$ cat src/logic/fepc_consts.vh
// constants of the 100base-tx coding path: code groups, scrambler, states
// assumes inclusion by fepc_coding_path.v only; one system clock domain
`ifndef FEPC_CONSTS_VH
`define FEPC_CONSTS_VH

// ----------------------------------------------------------------------
// control code groups, first line bit in bit 4
// ----------------------------------------------------------------------
`define FEPC_CG_IDLE 5'h1F
`define FEPC_CG_J 5'h18
`define FEPC_CG_K 5'h11
`define FEPC_CG_T 5'h0D
`define FEPC_CG_R 5'h07
`define FEPC_CG_HALT 5'h04
`define FEPC_JK_PAIR 10'h311

// ----------------------------------------------------------------------
// scrambler
// ----------------------------------------------------------------------
`define FEPC_LFSR_W 11
`define FEPC_LFSR_SEED 11'h7FF
`define FEPC_TAP_HI 10
`define FEPC_TAP_LO 8
`define FEPC_LOCK_BITS 6'h30

// ----------------------------------------------------------------------
// timing and line symbols
// ----------------------------------------------------------------------
`define FEPC_LINE_RATE_MHZ 125
`define FEPC_BIT_CYCLES 4
`define FEPC_GROUP_BITS 3'h5
`define FEPC_PRE_NIBBLE 4'h5
`define FEPC_MLT_ZERO 2'h0
`define FEPC_MLT_PLUS 2'h1
`define FEPC_MLT_MINUS 2'h3

// ----------------------------------------------------------------------
// state codes
// ----------------------------------------------------------------------
`define FEPC_TX_IDLE 3'h0
`define FEPC_TX_K 3'h1
`define FEPC_TX_DATA 3'h2
`define FEPC_TX_R 3'h3
`define FEPC_RX_HUNT 1'b0
`define FEPC_RX_FRAME 1'b1

`endif

$ cat src/logic/fepc_coding_path.v
// 100base-tx coding path: mii nibbles to mlt-3 symbols and back
// assumes mii inputs and line symbols synchronous to sys_clk; one line bit
// takes BIT_CYCLES enabled clocks, standing in for the 125 MHz bit rate
`timescale 1ns/1ns
`include "fepc_consts.vh"

module fepc_coding_path #(
    parameter BIT_CYCLES = `FEPC_BIT_CYCLES
) (
    input wire sys_clk,
    input wire rst,
    input wire ce,
    input wire tx_en,
    input wire tx_er,
    input wire [3:0] txd,
    output reg tx_take_q,
    output reg [1:0] mlt_tx_q,
    input wire [1:0] mlt_rx,
    output reg rx_nrzi_q,
    output reg rx_bit_stb_q,
    output reg rx_lock_q,
    output reg [3:0] rxd_q,
    output reg rx_dv_q,
    output reg rx_er_q,
    output reg rx_stb_q
);

    // ------------------------------------------------------------------
    // code-group helpers
    // ------------------------------------------------------------------
    // standard data groups
    function [4:0] enc4b5b;
        input [3:0] n;
        begin
            case (n)
                4'h0: enc4b5b = 5'h1E;
                4'h1: enc4b5b = 5'h09;
                4'h2: enc4b5b = 5'h14;
                4'h3: enc4b5b = 5'h15;
                4'h4: enc4b5b = 5'h0A;
                4'h5: enc4b5b = 5'h0B;
                4'h6: enc4b5b = 5'h0E;
                4'h7: enc4b5b = 5'h0F;
                4'h8: enc4b5b = 5'h12;
                4'h9: enc4b5b = 5'h13;
                4'hA: enc4b5b = 5'h16;
                4'hB: enc4b5b = 5'h17;
                4'hC: enc4b5b = 5'h1A;
                4'hD: enc4b5b = 5'h1B;
                4'hE: enc4b5b = 5'h1C;
                default: enc4b5b = 5'h1D;
            endcase
        end
    endfunction

    // decode: bit 4 set means the group is valid data
    function [4:0] dec5b4b;
        input [4:0] g;
        begin
            case (g)
                5'h1E: dec5b4b = 5'h10;
                5'h09: dec5b4b = 5'h11;
                5'h14: dec5b4b = 5'h12;
                5'h15: dec5b4b = 5'h13;
                5'h0A: dec5b4b = 5'h14;
                5'h0B: dec5b4b = 5'h15;
                5'h0E: dec5b4b = 5'h16;
                5'h0F: dec5b4b = 5'h17;
                5'h12: dec5b4b = 5'h18;
                5'h13: dec5b4b = 5'h19;
                5'h16: dec5b4b = 5'h1A;
                5'h17: dec5b4b = 5'h1B;
                5'h1A: dec5b4b = 5'h1C;
                5'h1B: dec5b4b = 5'h1D;
                5'h1C: dec5b4b = 5'h1E;
                5'h1D: dec5b4b = 5'h1F;
                default: dec5b4b = 5'h00;
            endcase
        end
    endfunction

    localparam CNT_W = 8;
    // sized copy, so the phase counts below are cut to the counter on purpose
    localparam [31:0] BIT_CYC_32 = BIT_CYCLES;
    localparam [CNT_W-1:0] BIT_LAST = BIT_CYC_32[CNT_W-1:0] - 1'b1;
    localparam [CNT_W-1:0] BIT_MID = BIT_CYC_32[CNT_W:1];

    // ------------------------------------------------------------------
    // transmit bit timing
    // ------------------------------------------------------------------
    reg [CNT_W-1:0] tx_div_q;
    reg [2:0] tx_bitn_q;
    reg [2:0] tx_st_q;
    reg [4:0] tx_sh_q;
    reg [`FEPC_LFSR_W-1:0] tx_lfsr_q;
    reg tx_nrzi_q;
    reg [1:0] tx_phase_q;
    wire tx_bit_stb = (tx_div_q == BIT_LAST);
    wire tx_grp_stb = tx_bit_stb && (tx_bitn_q == 3'h0);
    wire tx_key = tx_lfsr_q[`FEPC_TAP_HI] ^ tx_lfsr_q[`FEPC_TAP_LO];
    // scrambled bit is data xor key
    wire tx_scr = tx_sh_q[4] ^ tx_key;

    // next code group and state, chosen at a group boundary
    reg [4:0] tx_grp;
    reg [2:0] tx_st_d;
    reg tx_take;
    always @* begin
        tx_grp = `FEPC_CG_IDLE;
        tx_st_d = tx_st_q;
        tx_take = 1'b0;
        case (tx_st_q)
            `FEPC_TX_IDLE: begin
                if (tx_en) begin
                    tx_grp = `FEPC_CG_J;
                    tx_st_d = `FEPC_TX_K;
                    tx_take = 1'b1;
                end
            end
            `FEPC_TX_K: begin
                tx_grp = `FEPC_CG_K;
                tx_st_d = `FEPC_TX_DATA;
                tx_take = 1'b1;
            end
            `FEPC_TX_DATA: begin
                if (tx_en) begin
                    tx_grp = tx_er ? `FEPC_CG_HALT : enc4b5b(txd);
                    tx_take = 1'b1;
                end else begin
                    tx_grp = `FEPC_CG_T;
                    tx_st_d = `FEPC_TX_R;
                end
            end
            `FEPC_TX_R: begin
                tx_grp = `FEPC_CG_R;
                tx_st_d = `FEPC_TX_IDLE;
            end
            default: begin
                tx_st_d = `FEPC_TX_IDLE;
            end
        endcase
    end

    // serialiser, scrambler, nrzi and mlt-3 all step on the bit strobe
    always @(posedge sys_clk) begin
        if (rst) begin
            tx_div_q <= {CNT_W{1'b0}};
            tx_bitn_q <= 3'h0;
            tx_st_q <= `FEPC_TX_IDLE;
            tx_sh_q <= `FEPC_CG_IDLE;
            tx_lfsr_q <= `FEPC_LFSR_SEED;
            tx_nrzi_q <= 1'b0;
            tx_phase_q <= 2'h0;
            tx_take_q <= 1'b0;
            mlt_tx_q <= `FEPC_MLT_ZERO;
        end else if (ce) begin
            tx_div_q <= tx_bit_stb ? {CNT_W{1'b0}} : tx_div_q + 1'b1;
            tx_take_q <= tx_grp_stb && tx_take;
            if (tx_bit_stb) begin
                // parallel groups leave one bit at a time
                if (tx_bitn_q == 3'h0) begin
                    tx_sh_q <= tx_grp;
                    tx_st_q <= tx_st_d;
                    tx_bitn_q <= `FEPC_GROUP_BITS - 3'h1;
                end else begin
                    tx_sh_q <= {tx_sh_q[3:0], 1'b0};
                    tx_bitn_q <= tx_bitn_q - 3'h1;
                end
                // maximal length, never reaches all zero
                tx_lfsr_q <= {tx_lfsr_q[`FEPC_LFSR_W-2:0], tx_key};
                // a one toggles nrzi, each toggle steps mlt-3
                if (tx_scr) begin
                    tx_nrzi_q <= ~tx_nrzi_q;
                    tx_phase_q <= tx_phase_q + 2'h1;
                    case (tx_phase_q)
                        2'h0: mlt_tx_q <= `FEPC_MLT_PLUS;
                        2'h2: mlt_tx_q <= `FEPC_MLT_MINUS;
                        default: mlt_tx_q <= `FEPC_MLT_ZERO;
                    endcase
                end
            end
        end
    end

    // ------------------------------------------------------------------
    // receive: mlt-3 to nrzi and clock recovery
    // ------------------------------------------------------------------
    reg [1:0] rx_lvl_q;
    reg rx_nrzi_old_q;
    reg [CNT_W-1:0] rx_ph_q;
    reg rx_last_q;
    reg rx_bit_q;
    always @(posedge sys_clk) begin
        if (rst) begin
            rx_lvl_q <= `FEPC_MLT_ZERO;
            rx_nrzi_q <= 1'b0;
            rx_nrzi_old_q <= 1'b0;
            rx_ph_q <= {CNT_W{1'b0}};
            rx_last_q <= 1'b0;
            rx_bit_q <= 1'b0;
            rx_bit_stb_q <= 1'b0;
        end else if (ce) begin
            rx_lvl_q <= mlt_rx;
            // every level change is one nrzi toggle
            if (mlt_rx != rx_lvl_q) begin
                rx_nrzi_q <= ~rx_nrzi_q;
            end
            rx_nrzi_old_q <= rx_nrzi_q;
            // edges realign the bit phase; free-runs between edges
            if (rx_nrzi_q != rx_nrzi_old_q) begin
                rx_ph_q <= {{(CNT_W-1){1'b0}}, 1'b1};
            end else begin
                rx_ph_q <= (rx_ph_q == BIT_LAST) ? {CNT_W{1'b0}} : rx_ph_q + 1'b1;
            end
            rx_bit_stb_q <= (rx_ph_q == BIT_MID);
            // mid-bit sample on recovered clock gives nrz
            if (rx_ph_q == BIT_MID) begin
                rx_last_q <= rx_nrzi_q;
                rx_bit_q <= rx_nrzi_q ^ rx_last_q;
            end
        end
    end

    // ------------------------------------------------------------------
    // receive: descrambler with idle lock
    // ------------------------------------------------------------------
    reg [`FEPC_LFSR_W-1:0] rx_lfsr_q;
    reg [5:0] rx_match_q;
    reg [9:0] rx_sr_q;
    reg rx_st_q;
    reg [2:0] rx_bitn_q;
    reg rx_pend_q;
    wire rx_key = rx_lfsr_q[`FEPC_TAP_HI] ^ rx_lfsr_q[`FEPC_TAP_LO];
    // while hunting, assume idle ones to recover the key bits
    wire rx_key_seen = ~rx_bit_q;
    wire rx_plain = rx_bit_q ^ rx_key;
    wire [9:0] rx_sr_d = {rx_sr_q[8:0], rx_plain};
    wire [4:0] rx_dec = dec5b4b(rx_sr_d[4:0]);

    always @(posedge sys_clk) begin
        if (rst) begin
            rx_lfsr_q <= `FEPC_LFSR_SEED;
            rx_match_q <= 6'h00;
            rx_lock_q <= 1'b0;
            rx_sr_q <= 10'h000;
            rx_st_q <= `FEPC_RX_HUNT;
            rx_bitn_q <= 3'h0;
            rx_pend_q <= 1'b0;
            rxd_q <= 4'h0;
            rx_dv_q <= 1'b0;
            rx_er_q <= 1'b0;
            rx_stb_q <= 1'b0;
        end else if (ce) begin
            rx_stb_q <= 1'b0;
            // second regenerated preamble nibble after start of stream
            if (rx_pend_q) begin
                rx_pend_q <= 1'b0;
                rx_stb_q <= 1'b1;
            end
            if (rx_bit_stb_q) begin
                // locked: run free; hunting: load from line
                if (rx_lock_q) begin
                    rx_lfsr_q <= {rx_lfsr_q[`FEPC_LFSR_W-2:0], rx_key};
                end else begin
                    rx_lfsr_q <= {rx_lfsr_q[`FEPC_LFSR_W-2:0], rx_key_seen};
                    rx_match_q <= (rx_key == rx_key_seen) ? rx_match_q + 6'h01 : 6'h00;
                    rx_lock_q <= (rx_match_q == `FEPC_LOCK_BITS);
                end
                if (rx_lock_q) begin
                    rx_sr_q <= rx_sr_d;
                end
                case (rx_st_q)
                    `FEPC_RX_HUNT: begin
                        // J then K marks both start and group alignment
                        if (rx_lock_q && rx_sr_d == `FEPC_JK_PAIR) begin
                            rx_st_q <= `FEPC_RX_FRAME;
                            rx_bitn_q <= `FEPC_GROUP_BITS - 3'h1;
                            rxd_q <= `FEPC_PRE_NIBBLE;
                            rx_dv_q <= 1'b1;
                            rx_er_q <= 1'b0;
                            rx_stb_q <= 1'b1;
                            rx_pend_q <= 1'b1;
                        end
                    end
                    `FEPC_RX_FRAME: begin
                        if (rx_bitn_q == 3'h0) begin
                            rx_bitn_q <= `FEPC_GROUP_BITS - 3'h1;
                            if (rx_sr_d[4:0] == `FEPC_CG_T ||
                                rx_sr_d[4:0] == `FEPC_CG_IDLE) begin
                                // end of stream, or idle cutting the frame short
                                rx_st_q <= `FEPC_RX_HUNT;
                                rx_dv_q <= 1'b0;
                                rx_er_q <= (rx_sr_d[4:0] == `FEPC_CG_IDLE);
                                rx_stb_q <= 1'b1;
                            end else begin
                                // decoded nibble out to the mac
                                rxd_q <= rx_dec[3:0];
                                rx_er_q <= ~rx_dec[4];
                                rx_stb_q <= 1'b1;
                            end
                        end else begin
                            rx_bitn_q <= rx_bitn_q - 3'h1;
                        end
                    end
                    default: begin
                        rx_st_q <= `FEPC_RX_HUNT;
                    end
                endcase
            end
        end
    end

endmodule // fepc_coding_path

$ cat config.mk
export PLATFORM = sky130hd
export DESIGN_NAME = fepc_coding_path
export DESIGN_NICKNAME = d
export VERILOG_FILES = /design/src/logic/fepc_coding_path.v
export VERILOG_INCLUDE_DIRS = /design/src /design/src/logic
export SDC_FILE = /design/constraint.sdc
export NUM_CORES = 1
export LEC_CHECK = 0
export BUFFER_PORTS_ARGS = -buffer_cell sky130_fd_sc_hd__buf_2
export CORE_MARGIN = 2
export CORE_UTILIZATION = 55
export CTS_CLUSTER_DIAMETER = 100
export DETAILED_ROUTE_END_ITERATION = 12
export HOLD_SLACK_MARGIN = 0.02
export MAX_ROUTING_LAYER = met4
export PLACE_DENSITY = 0.71
export RECOVER_POWER = 100
export SYNTH_ARGS = -nofsm -noshare
export SYNTH_HDL_FRONTEND = slang
export SYNTH_SLANG_ARGS = --single-unit
$ cat constraint.sdc
create_clock -name sys_clk -period 4.5 [get_ports sys_clk]
set_clock_uncertainty 0.2 [all_clocks]
set_input_delay 0.9 -clock sys_clk [delete_from_list [all_inputs] [get_ports sys_clk]]
set_output_delay 0.9 -clock sys_clk [all_outputs]
set_load 0.05 [all_outputs]
Word level (Yosys, flattened, before mapping)
Memory sizes are Yosys's and may differ from the RTL's.
Index checks and enable logic that the tools add are counted.
{ "word_totals": {"ff_bits": 89, "mem_bits_ro": 240, "in_bits": 11, "output_inout_bits": 13, "word_cells": 129, "n_memories": 2} }
{ "memory_table": {"columns": ["name", "depth", "width", "rd", "rd_ports_with_merged_regs", "wr", "line_no", "text"], "rows": [
  ["(name not given)", 32, 5, 1, 0, 0, "fepc_coding_path.v:60", "case (g)"],
  ["(name not given)", 16, 5, 1, 0, 0, "fepc_coding_path.v:35", "case (n)"]
]} }
{ "op_classes": {"n_addsub": 6, "eq_ne": 20, "muxes": 44, "n_bitwise": 10, "reduce_logical": 21} }
{ "op_table": {"columns": ["op", "n"], "rows": [
  ["$eq A8 B2 Y1 const B", 3],
  ["$mux W8", 3],
  ["$pmux W5 S4", 1],
  ["$mux W1", 18],
  ["$mux W3", 6],
  ["$add A8 B1 Y8 const B", 2],
  ["$mux W5", 3],
  ["$reduce_and A5 Y1", 3],
  ["$mux W4", 3],
  ["$reduce_and A3 Y1", 4],
  ["$eq A10 B10 Y1 const B", 1],
  ["$pmux W1 S2", 5],
  ["$logic_not A3 Y1", 3],
  ["$pmux W3 S3", 1],
  ["$ne A2 B2 Y1 const B", 4],
  ["$pmux W4 S2", 1],
  ["$reduce_and A2 Y1", 4],
  ["$add A6 B1 Y6 const B", 1],
  ["$eq A3 B2 Y1 const B", 2],
  ["$eq A6 B6 Y1 const B", 1],
  ["$mux W6", 1],
  ["$pmux W3 S2", 1],
  ["$sub A3 B1 Y3 const B", 2],
  ["$eq A5 B4 Y1 const B", 1],
  ["other kinds (16)", 27]
]} }

Depth between registers and ports, before layout
{ "depth": {"depth_word": 7, "depth_mapped": 7, "depth_no_buf": 6} }

Least setup slack after synthesis
No wires, ideal clock.
{ "synth_timing": {"path_kind": "input to register", "from": "input port ce", "to": "register tx_div_q[0]", "setup_time_ps": 121, "arrival_time_ps": 1925, "required_ps": 4179, "slack_ps": 2254, "stages": 5, "path_buffers": 1, "cell_sequence": "nor4bb_1 -> nand2_1 -> clkbuf_1 -> nand2_1 -> nor2_1"} }
{ "synth_rtl": {"columns": ["item", "line_no", "text"], "rows": [
  ["start, declared", "fepc_coding_path.v:12", "input wire ce,"],
  ["end signal, assigned", "fepc_coding_path.v:147", "tx_div_q <= {CNT_W{1'b0}};"],
  ["end signal, assigned", "fepc_coding_path.v:157", "tx_div_q <= tx_bit_stb ? {CNT_W{1'b0}} : tx_div_q + 1'b1;"],
  ["end, declared", "fepc_coding_path.v:91", "reg [CNT_W-1:0] tx_div_q;"]
]} }

Final worst setup path
{ "layout_timing": {"from": "input port ce", "to": "register rxd_q[0]"} }
{ "layout_via": {"elab_chain_cells": 1} }
{ "layout_rtl": {"columns": ["item", "line_no", "text"], "rows": [
  ["$reduce_and A5 Y1 (no line)", null, null],
  ["end signal, assigned", "fepc_coding_path.v:278", "rxd_q <= `FEPC_PRE_NIBBLE;"],
  ["end signal, assigned", "fepc_coding_path.v:297", "rxd_q <= rx_dec[3:0];"],
  ["end, declared", "fepc_coding_path.v:22", "output reg [3:0] rxd_q,"]
]} }
No other way between the ends.
A chain may end at the register's enable or synchronous reset.

==> summary.md <==
| Metric | Value |
|---|---|
| Yosys reg bits | just under 90 |
| Iteration-0 DRC Markers | about 120 |
| Cell Area, Synth | between 4000 and 5000 um^2 |
| Total negative slack | 0 ns |
| Area Growth Syn to Fin | 7.89% |
| Placed cell area | approximately 4200 um^2 |
| Top-area cell type share of the netlist area | 0.431 |
| Filler instances | ~660 |
| Share of layout cells above drive strength 1 | 0.0625 |
| Fin crit period | between 3 and 4 ns |
| Post-CTS Resized | 0 |
| CP required | approximately 4.6 ns |
| RSZ-0062 raised after global routing | false |
| Design area | 4410 um^2 |
| Leak pwr | about 1.8 nW |
| Kind of start point of the critical path | input pin |
| Die Wd | ~90 um |
| Mapped Avg Cell Area | about 8.5 um^2 |
| Slowest stage delay, CP | 0.77 ns |
| Inserted Diodes | 0 |
| Measured slew at the worst slew-check pin | roughly 1.0 ns |
| Endpoints failing setup | 0 |
| Row cnt | 31 |
| First-pass GRT wire length | 13.6 mm |
| Number of flops mapped to enable cells by yosys | 0 |
| Initial Utilization | 0.567 |
| Mapped Nets | between 500 and 600 |
| Stages on the worst setup path | 5 |
| Max Transition Viols Final | 0 |
| Critical path fanouts, max | 23 |
| H-tree levels | 3 |
| Fmax | between 200 and 300 MHz |
| Cell type with the largest total area after synthesis | dfxtp_1 |
| Die height | between 90 and 100 um |
| Max-Slew Margin vs Limit | 0.326 |
| Vias per cell | 5.47 |
| Number of post-CTS setup repair buffers | 0 |
| Syn Inst Count | between 400 and 500 |
| Largest net degree at the start of global routing | between 40 and 50 |
| Worst r2r src | tx_div_q[1] |
| Post-route ant nets | 0 |
| All-Layer GR Usage | 0.207 |
| Crit path buf inv count | 1 |
| Final hold violation count | 0 |
| Maximum VDD drop | 212 uV |
| CP Class | in -> reg |
| Cts-stage hold buffer count | 0 |
| Core area | ~7200 um^2 |
| Asr flop ratio synth | 0 |
| Final #Nets | 517 |
| Worst EP arrival | 3.44 ns |
| Top delay family on crit path | simple AND/OR/NAND/NOR gates |
| Start point of the critical path | ce |
| Final wirelength | just under 8 mm |
| Average wire per standard cell | 13.0 um |
| Cell variety after synth | 56 |
| Remaining Overflow, GRT | 0 |
| Max Cap Violations | 0 |
| Number of global-route vias before repair | about 3000 |
| Tcrit/Tclk final | 0.748 |
| GP Congestion | approximately 0.87 |
| DRT Pass-1 Iters | 7 |
| Clock Pin Slew Worst Setup and Hold Paths | roughly 0.09 ns |
| Worst R2R Path Depth | 5 |
| Yosys Warn Count | 0 |
| IO buf count | 23 |
| Worst Setup End Kind | flip-flop |
| Clock Sinks | approximately 90 |
| Flop2flop setup slack | 1.85 ns |
| Root Buffer | clkbuf_8 |
| Crit-path slowest cell | and2_0 |
| Via count | approximately 3300 |
| Status | completed |
| Worst reg2reg endpoint | tx_bitn_q[0] |
| Num CTS Buffers | 9 |
| Hold WC Path Type | reg -> reg |
| Synth Flop Type | dfxtp_1 |
| Clk_lat worst skew | between 0.3 and 0.4 ns |
| DP Wirelength | slightly above 5 mm |
| Initial antenna violation count | 0 |
| Synth top area cells | dfxtp_1, nand2_1, ha_1, nor2_1, nand3_1 |
| DIE AREA | 8140 um^2 |
| TritonCTS clock tree | done |
| Crit path cell chain | clkbuf_1 > and2_0 > nand2_1 > or3_1 > a221oi_1 |
| Critical Path Sink | rxd_q[0] |
| Most frequent cells in the layout | dfxtp_1, nand2_1, nor2_1, nand3_1, a21oi_1 |
| Longest Clk Path Bufs | 2 |
| Commonest non-fill, non-tap cell in the layout | dfxtp_1 |
| Residual DRC | 0 |
| PD cells | roughly 330 nW/um^2 |
| Seq/Total Area, Yosys | 0.431 |
| Ports | 24 |
Yosys cell counts, drive strengths merged (2+ instances only):
library cell,n
dfxtp,88
nand2,85
nor2,43
nand3,30
a21oi,26
clkbuf,20
inv,19
o21ai,18
ha,15
xor2,15
mux2i,14
nor3,13
xnor2,12
nand4,11
buf,7
a31oi,4
and2,4
and3,4
o211ai,4
a211oi,3
a221oi,3
nand3b,3
nor4,3
o31ai,3
o41ai,3
or3,3
a2111oi,2
a41oi,2
and4b,2
nand2b,2
o21a,2
xor3,2
flip-flops by register name (all words and copies together), names as in the netlist, 2 cells and up:
signal	cells
rx_lfsr_q	11
tx_lfsr_q	11
rx_sr_q	9
rx_ph_q	8
tx_div_q	8
rx_match_q	6
tx_sh_q	5
rxd_q	4
rx_bitn_q	3
tx_bitn_q	3
mlt_tx_q	2
rx_lvl_q	2
tx_phase_q	2
tx_st_q	2
cell type report:
type,instances,area [um^2],area share
Clock buffer,11,131,0.0298
Timing Repair Buffer,24,105,0.0238
Tap cell,99,124,0.0281
Sequential cell,88,1760,0.399
Inverter,20,75.1,0.0170
Clock inverter,5,81.3,0.0184
Multi-Input combinational cell,348,2130,0.484
routing by layer:
layer	routed length (um)	global-route usage
met1	3890	0.259
met2	3550	0.332
met3	196	0.0495
met4	117	0.0679
met5	0	-
worst min path at each step:
stage	startpoint	end	slack, ns	cells past startpoint
2_1_floorplan	rx_sr_q[8]	rx_sr_q[8]	0.23	2
3_3_place_gp	rx_sr_q[8]	rx_sr_q[8]	0.24	2
3_5_place_dp	rxd_q[1]	rxd_q[1]	0.25	2
4_1_cts	rxd_q[1]	rxd_q[1]	0.26	2
5_1_grt	rxd_q[1]	rxd_q[1]	0.28	2
6_report	rx_sr_q[8]	rx_sr_q[8]	0.26	2
per-stage QoR:
step	hold slack [ns]	total power, mW	utilization	setup WS [ns]	instances
global route	0.281	1.54	0.612	0.836	595
finish	0.262	1.48	0.612	1.13	595
detailed placement	0.250	0.908	0.586	1.27	579
CTS	0.262	1.49	0.615	1.68	595
floorplan	0.232	0.884	-	2.25	483
global placement	0.238	0.905	0.586	1.33	579
power by group:
group	leakage (nW)	switching (mW)	internal [mW]	total (mW)
clock network	0.104	0.276	0.313	0.590
logic	0.941	0.0544	0.0315	0.0858
registers	0.712	0.0122	0.791	0.803
cells by family after synthesis:
kind of cell	Yosys count	synth area share
buffers and inverters	47	0.0453
adder cells (fa/ha/maj)	15	0.0459
flip-flops	88	0.431
multiplexers	14	0.0343
XOR/XNOR	30	0.0762
AO/OA/AOI/OAI	80	0.131
AND/OR/NAND/NOR	209	0.236
worst reg2reg max path, stage by stage, from the launching register on:
cell and delay [ns]:
dfxtp_1 0.41, ha_1 0.27, nor4bb_1 0.57, nand2_1 0.54, or3_1 0.48, a21oi_1 0.12
No activity file was read; power rests on OpenSTA's default activity.
